### config.mk
export PLATFORM = sky130hd
export DESIGN_NAME = interrupt_flag_status_bank
export DESIGN_NICKNAME = d
export VERILOG_FILES = /design/src/design/irq_flags_pkg.sv /design/src/design/interrupt_flag_status_bank.sv
export VERILOG_INCLUDE_DIRS = /design/src /design/src/design
export SDC_FILE = /design/constraint.sdc
export NUM_CORES = 1
export LEC_CHECK = 0
export ABC_AREA = 1
export BUFFER_PORTS_ARGS = -buffer_cell sky130_fd_sc_hd__clkbuf_2
export CORE_ASPECT_RATIO = 0.5
export CORE_UTILIZATION = 40
export CTS_CLUSTER_DIAMETER = 30
export DETAILED_ROUTE_END_ITERATION = 8
export GPL_TIMING_DRIVEN = 0
export PLACE_DENSITY = 0.72
export REMOVE_ABC_BUFFERS = 1
export SLEW_MARGIN = 20
export SYNTH_ARGS = -nofsm -noshare
export SYNTH_HDL_FRONTEND = slang
export SYNTH_SLANG_ARGS = --single-unit
### constraint.sdc
create_clock -name clk_i -period 3.08 [get_ports clk_i]
set_input_delay 0.154 -clock clk_i [delete_from_list [all_inputs] [get_ports clk_i]]
set_output_delay 0.154 -clock clk_i [all_outputs]
set_load 0.05 [all_outputs]
### src/design/irq_flags_map.svh
// Register offsets, bit positions and reset values of the interrupt flag bank
//
// Behaviour
// - Flag reads 1 once its source requested
// - Low bit 15, high bit 2 read zero
// - Low bits 14, 4: DMA channel 1, 0
// - Low bit 13: first ADC conversion done
// - Low bits 12, 11: first UART tx, rx
// - Low bits 10, 9: first SPI event, fault
// - Low bits 8, 7, 3: timers 3, 2, 1
// - Low bits 6, 5: compare 2, capture 2
// - Low bits 2, 1: compare 1, capture 1
// - Low bit 0: external interrupt input 0
// - High bits 15, 14: second UART tx, rx
// - High bits 13, 4: external inputs 2, 1
// - High bits 12, 11: timers 5, 4
// - High bits 10, 9: compare 4, 3
// - High bit 8: DMA channel 2 done
// - High bits 7, 6: capture 8, 7
// - High bit 5: second ADC conversion done
// - High bit 3: pin change notification
// - High bits 1, 0: first I2C master, slave
`ifndef IRQ_FLAGS_MAP_SVH
`define IRQ_FLAGS_MAP_SVH

// ----------------------------------------------------------------
// Register offsets on the plain register port
// ----------------------------------------------------------------
`define ADDR_FLAGS_LOW 4'h0
`define ADDR_FLAGS_HIGH 4'h1

// ----------------------------------------------------------------
// Reset values and implemented-bit masks
// ----------------------------------------------------------------
`define FLAGS_RST 16'h0000
`define FLAGS_LOW_IMPL 16'h7fff
`define FLAGS_HIGH_IMPL 16'hfffb
`define RDATA_IDLE 16'h0000

// ----------------------------------------------------------------
// Bit positions in the low flag register
// ----------------------------------------------------------------
`define BIT_LOW_UNUSED 15
`define BIT_DMA_CH1_DONE 14
`define BIT_ADC_A_DONE 13
`define BIT_UART_A_TX 12
`define BIT_UART_A_RX 11
`define BIT_SPI_A_EVENT 10
`define BIT_SPI_A_FAULT 9
`define BIT_TIMER_C 8
`define BIT_TIMER_B 7
`define BIT_COMPARE_B 6
`define BIT_CAPTURE_B 5
`define BIT_DMA_CH0_DONE 4
`define BIT_TIMER_A 3
`define BIT_COMPARE_A 2
`define BIT_CAPTURE_A 1
`define BIT_EXT_IRQ_A 0

// ----------------------------------------------------------------
// Bit positions in the high flag register
// ----------------------------------------------------------------
`define BIT_UART_B_TX 15
`define BIT_UART_B_RX 14
`define BIT_EXT_IRQ_C 13
`define BIT_TIMER_E 12
`define BIT_TIMER_D 11
`define BIT_COMPARE_D 10
`define BIT_COMPARE_C 9
`define BIT_DMA_CH2_DONE 8
`define BIT_CAPTURE_H 7
`define BIT_CAPTURE_G 6
`define BIT_ADC_B_DONE 5
`define BIT_EXT_IRQ_B 4
`define BIT_PIN_CHANGE 3
`define BIT_HIGH_UNUSED 2
`define BIT_I2C_A_MASTER 1
`define BIT_I2C_A_SLAVE 0

`endif

### src/design/irq_flags_pkg.sv
// Types shared by the interrupt flag bank
package irq_flags_pkg;

  // ----------------------------------------------------------------
  // Data types
  // ----------------------------------------------------------------
  // One flag register word
  typedef logic [15:0] flag_word_t;

  // Register selected by an address
  typedef enum logic [1:0] {
    SEL_NONE = 2'b00,
    SEL_LOW = 2'b01,
    SEL_HIGH = 2'b10
  } reg_sel_t;

endpackage

### src/design/interrupt_flag_status_bank.sv
// Interrupt request flag bank: two sticky 16-bit flag registers
`include "irq_flags_map.svh"
`timescale 1ns/100ps
`default_nettype none

module interrupt_flag_status_bank
  import irq_flags_pkg::*;
#(
  parameter int ADDR_W = 4
) (
  // Clock and reset
  input wire logic clk_i,
  input wire logic rst_i,
  // Request pulses from the sources, one bit per flag position
  input wire logic [15:0] req_low_i,
  input wire logic [15:0] req_high_i,
  // Register port
  input wire logic [ADDR_W-1:0] addr_i,
  input wire logic [15:0] wdata_i,
  input wire logic wr_i,
  input wire logic rd_i,
  output logic [15:0] rdata_o,
  // Pending flags toward the interrupt arbitration logic
  output logic [15:0] flags_low_o,
  output logic [15:0] flags_high_o
);

  // ----------------------------------------------------------------
  // Address decode
  // ----------------------------------------------------------------
  // Shared by the write path and the read path
  function automatic reg_sel_t decode_addr(input logic [ADDR_W-1:0] addr);
    reg_sel_t sel;
    sel = SEL_NONE;
    if (addr == ADDR_W'(`ADDR_FLAGS_LOW)) begin
      sel = SEL_LOW;
    end else if (addr == ADDR_W'(`ADDR_FLAGS_HIGH)) begin
      sel = SEL_HIGH;
    end else begin
      sel = SEL_NONE;
    end
    return sel;
  endfunction

  // ----------------------------------------------------------------
  // Implemented positions
  // ----------------------------------------------------------------
  // Masks are built from the bit map and not typed in as a word, so a
  // source that moves cannot leave a stale bit behind in the mask.
  // Word with a single position set
  function automatic flag_word_t one_at(input int pos);
    flag_word_t w;
    w = `FLAGS_RST;
    w[pos] = 1'b1;
    return w;
  endfunction

  // Low word: the top position has no source and stays out
  localparam flag_word_t LOW_IMPL =
    one_at(`BIT_DMA_CH1_DONE) |
    one_at(`BIT_ADC_A_DONE) |
    one_at(`BIT_UART_A_TX) |
    one_at(`BIT_UART_A_RX) |
    one_at(`BIT_SPI_A_EVENT) |
    one_at(`BIT_SPI_A_FAULT) |
    one_at(`BIT_TIMER_C) |
    one_at(`BIT_TIMER_B) |
    one_at(`BIT_COMPARE_B) |
    one_at(`BIT_CAPTURE_B) |
    one_at(`BIT_DMA_CH0_DONE) |
    one_at(`BIT_TIMER_A) |
    one_at(`BIT_COMPARE_A) |
    one_at(`BIT_CAPTURE_A) |
    one_at(`BIT_EXT_IRQ_A);

  // High word: the unused middle position has no source and stays out
  localparam flag_word_t HIGH_IMPL =
    one_at(`BIT_UART_B_TX) |
    one_at(`BIT_UART_B_RX) |
    one_at(`BIT_EXT_IRQ_C) |
    one_at(`BIT_TIMER_E) |
    one_at(`BIT_TIMER_D) |
    one_at(`BIT_COMPARE_D) |
    one_at(`BIT_COMPARE_C) |
    one_at(`BIT_DMA_CH2_DONE) |
    one_at(`BIT_CAPTURE_H) |
    one_at(`BIT_CAPTURE_G) |
    one_at(`BIT_ADC_B_DONE) |
    one_at(`BIT_EXT_IRQ_B) |
    one_at(`BIT_PIN_CHANGE) |
    one_at(`BIT_I2C_A_MASTER) |
    one_at(`BIT_I2C_A_SLAVE);

  // ----------------------------------------------------------------
  // Storage
  // ----------------------------------------------------------------
  flag_word_t flags_low_r; // Low flag register
  flag_word_t flags_high_r; // High flag register
  flag_word_t flags_low_nxt; // Next value of the low register
  flag_word_t flags_high_nxt; // Next value of the high register
  flag_word_t rdata_r; // Read data, valid the cycle after a read
  logic wr_low; // Write strobe aimed at the low register
  logic wr_high; // Write strobe aimed at the high register

  assign wr_low = wr_i && (decode_addr(addr_i) == SEL_LOW);
  assign wr_high = wr_i && (decode_addr(addr_i) == SEL_HIGH);

  // ----------------------------------------------------------------
  // Per-bit next value
  // ----------------------------------------------------------------
  // A request in the same cycle as a clearing write wins, so no event
  // is lost; writing one forces a request for software test.
  // Unimplemented positions are held at zero by the mask.
  // Low word: bit gi follows source gi of the low request bus
  genvar gi;
  generate
    for (gi = 0; gi < $bits(flag_word_t); gi++) begin : g_low_bit
      assign flags_low_nxt[gi] = LOW_IMPL[gi] &
        (req_low_i[gi] | (wr_low ? wdata_i[gi] : flags_low_r[gi]));
    end
  endgenerate

  // High word: same rule, own loop so each word keeps its own mask
  genvar gj;
  generate
    for (gj = 0; gj < $bits(flag_word_t); gj++) begin : g_high_bit
      assign flags_high_nxt[gj] = HIGH_IMPL[gj] &
        (req_high_i[gj] | (wr_high ? wdata_i[gj] : flags_high_r[gj]));
    end
  endgenerate

  // ----------------------------------------------------------------
  // Flag registers
  // ----------------------------------------------------------------
  // Low word clears on reset so nothing is pending at start-up
  always_ff @(posedge clk_i or posedge rst_i) begin
    if (rst_i) begin
      flags_low_r <= `FLAGS_RST;
    end else begin
      flags_low_r <= flags_low_nxt;
    end
  end

  // High word, same treatment; kept apart so each word is one concern
  always_ff @(posedge clk_i or posedge rst_i) begin
    if (rst_i) begin
      flags_high_r <= `FLAGS_RST;
    end else begin
      flags_high_r <= flags_high_nxt;
    end
  end

  // ----------------------------------------------------------------
  // Read data
  // ----------------------------------------------------------------
  // Data stands only in the cycle after the strobe; otherwise zero.
  // Unmapped addresses read zero.
  always_ff @(posedge clk_i or posedge rst_i) begin
    if (rst_i) begin
      rdata_r <= `RDATA_IDLE;
    end else if (rd_i && decode_addr(addr_i) == SEL_LOW) begin
      rdata_r <= flags_low_r;
    end else if (rd_i && decode_addr(addr_i) == SEL_HIGH) begin
      rdata_r <= flags_high_r;
    end else begin
      rdata_r <= `RDATA_IDLE;
    end
  end

  assign rdata_o = rdata_r;
  assign flags_low_o = flags_low_r;
  assign flags_high_o = flags_high_r;

  // Helpers: which word a read was aimed at last cycle; the read data
  // checks look one cycle after the strobe
  logic rd_low_q; // A low read was issued last cycle
  logic rd_high_q; // A high read was issued last cycle
  always_ff @(posedge clk_i or posedge rst_i) begin
    if (rst_i) begin
      rd_low_q <= 1'b0;
      rd_high_q <= 1'b0;
    end else begin
      rd_low_q <= rd_i && decode_addr(addr_i) == SEL_LOW;
      rd_high_q <= rd_i && decode_addr(addr_i) == SEL_HIGH;
    end
  end
endmodule

`default_nettype wire

==> impl_metrics.tcl <==
set metrics [dict create \
    outcome "complete, no violations" \
    power_density_nw_per_um2 440 \
    finalSetupTns_ns 0 \
    drive_above_1_share_pct 35.4 \
    peakVddDrop_v 0.000204 \
    yosys_warnings 0 \
    tritoncts "yes" \
    firstDrtPassIters 4 \
    period_minus_slack_ns 1.49 \
    clk_latency_ns 0.29 \
    clkPwrFrac_pct 31.8 \
    finalNetCount 388 \
    final_common_cell "clkbuf_2" \
    grt_max_degree 35 \
    final-setup-viol-count 0 \
    crit_required_ns 3.25 \
    synth_top_area_share_pct 55.6 \
    fin_worst_skew_ns 0.00260 \
    wirelength_mm 5.42 \
    holdWs_ns 0.0537 \
    ioPinCount 104 \
    ys_seq_area_share_pct 55.6 \
    most-common-layout-cells "99 x clkbuf_2, 72 x nand2_1, 46 x dfrtp_1" \
    cts-buffers-inserted 5 \
    syn_area_um2 2070 \
    timing_hold_violations_final 0 \
    clockBufferDepth 2 \
    drc 0 \
    path_clk_slew_ns 0.09 \
    cp_cell_sequence "clkbuf_2 -> nor2_4 -> nand3_2 -> nand2_1 -> nand3_1" \
    synth.avg_cell_area_um2 8.73 \
    slowest_stage "nor2_4" \
    leakagePower_nw 1.52 \
    ctsHoldBuffers 1 \
    initial_core_util_pct 41.8 \
    cts_num_sinks 46 \
    worstPathArrival_ns 1.67 \
    pwr-share-seq_pct 52.6 \
    via_per_inst 4.84 \
    synth_area_leaders "dfrtp_1 56%, nand2_1 13%, nand4_1 9.1%" \
    antenna_found_initial 0 \
    ant_nets 0 \
    die_h_um 52.9 \
    grt_setup_unrepaired "false" \
    yosysTopAreaCell "dfrtp_1" \
    routedWlPerCell_um 13.4 \
    period_share_pct 48.4 \
    critPathKind "in -> reg" \
    maxSlewHeadroom_pct 46.6 \
    critPathMaxStageDelay_ns 0.63 \
    power.net_switching_mw 0.339 \
    max_freq_ghz 0.671 \
    ys_ff_latch 46 \
    drt_iter0_drc 97 \
    grt_pass1_vias 1813 \
    worst_pin_slew_ns 0.798 \
    dp_hpwl_mm 3.72 \
    die-area_um2 5480 \
    globalRouteOverflowTotal 0 \
    hp-class "in -> reg" \
    post_cts_buffers 0 \
    diodes 0 \
    rows 18 \
    critical_path.endpoint_type "register" \
    cts_root_buf "clkbuf_8" \
    vias 1951 \
    ys_types 15 \
    p_int_mw 0.851 \
    core_area_um2 4950 \
    fillers 475 \
    comb_power_share_pct 15.7 \
    netlist_instances 237 \
    switching_share_pct 28.5 \
    cp-start-kind "input pin" \
    htreeDepth 2 \
    grt_pass1_wl_mm 8.40 \
    syn_to_final_growth_pct 30.8 \
    max-cap-violations 0 \
    ctsResizeCount 0 \
    timing.final.max_slew_violations 0 \
    grt_usage_pct 19.8 \
    numPortBuffers 99 \
    gp_congestion 0.738 \
    crit_fanout 34 \
    dieWidth_um 104 \
]
## stage by stage
step	util [%]	std cells	instance area [um^2]	power [mW]	worst slack [ns]
3_5_place_dp	52.6	394	2610	0.824	1.25
2_1_floorplan	-	224	1990	0.743	1.84
4_1_cts	54.6	403	2710	1.20	1.56
3_3_place_gp	52.0	393	2580	0.817	1.28
6_report	54.6	403	2710	1.19	1.59
5_1_grt	54.6	403	2710	1.24	1.40
## flip-flops by register name, indices dropped and copies added (netlist names)
signal        flops
flags_high_o     15
flags_low_o      15
rdata_o          16
## power groups by stage
stage          clock, mW  combinational, mW  sequential (mW)
6_report           0.378              0.186            0.626
3_5_place_dp           0              0.186            0.638
3_3_place_gp           0              0.179            0.637
2_1_floorplan          0             0.0540            0.689
4_1_cts            0.385              0.188            0.626
5_1_grt            0.408              0.201            0.628
## area by class of cell
type                            instances  area, um^2  share of cell area [%]
Inverter                               33         124                    4.58
Clock inverter                          1        5.00                   0.185
Tap cell                               70        87.6                    3.24
Multi-Input combinational cell        145         719                    26.6
Clock buffer                            7        86.3                    3.19
Timing Repair Buffer                  101         533                    19.7
Sequential cell                        46        1150                    42.5
## critical path, delay by kind of cell
family                 cells  cell delay, ns
buffers and inverters      1            0.10
and+or+nand+nor            4            1.41
## cells in the mapped netlist
cell type	count
nor2_4	5
nand2_1	72
nand2_2	2
nand4_1	30
buf_6	1
nand3_1	30
nand3_2	2
inv_2	1
conb_1	1
dfrtp_1	46
buf_4	3
inv_1	32
buf_2	6
nor3b_1	2
clkbuf_1	4
## layer usage
| metal | GRT usage [%] | part of all wire (%) | vias up |
|---|---|---|---|
| met5 | 0 | 0 | - |
| met4 | 4.76 | 0.41 | 0 |
| met3 | 4.06 | 4.1 | 4 |
| met2 | 36.8 | 52 | 55 |
| met1 | 24.3 | 44 | 945 |
| li1 | - | - | 947 |
## final timing paths
path | start | endpoint | slack (ns) | cells after the start
setup reg to reg | flags_high_o[4]$_DFF_PP0_ | flags_high_o[4]$_DFF_PP0_ | 2.38 | 2
hold reg to reg | flags_high_o[5]$_DFF_PP0_ | rdata_o[5]$_DFF_PP0_ | 0.51 | 2
max in group asynchronous | rst_i | flags_high_o[15]$_DFF_PP0_ | 2.13 | 4
hold / removal | req_high_i[14] | flags_high_o[14]$_DFF_PP0_ | 0.05 | 3
setup / recovery | addr_i[3] | flags_low_o[6]$_DFF_PP0_ | 1.59 | 5
min in group asynchronous | rst_i | flags_low_o[14]$_DFF_PP0_ | 0.44 | 3
## cell families after synthesis
logic type | share of synthesized area [%]
simple gates | 34.4
buf+inv | 9.79
flops | 55.6
other cells | 0.181
Note: power is estimated with default switching activity, not from simulation.
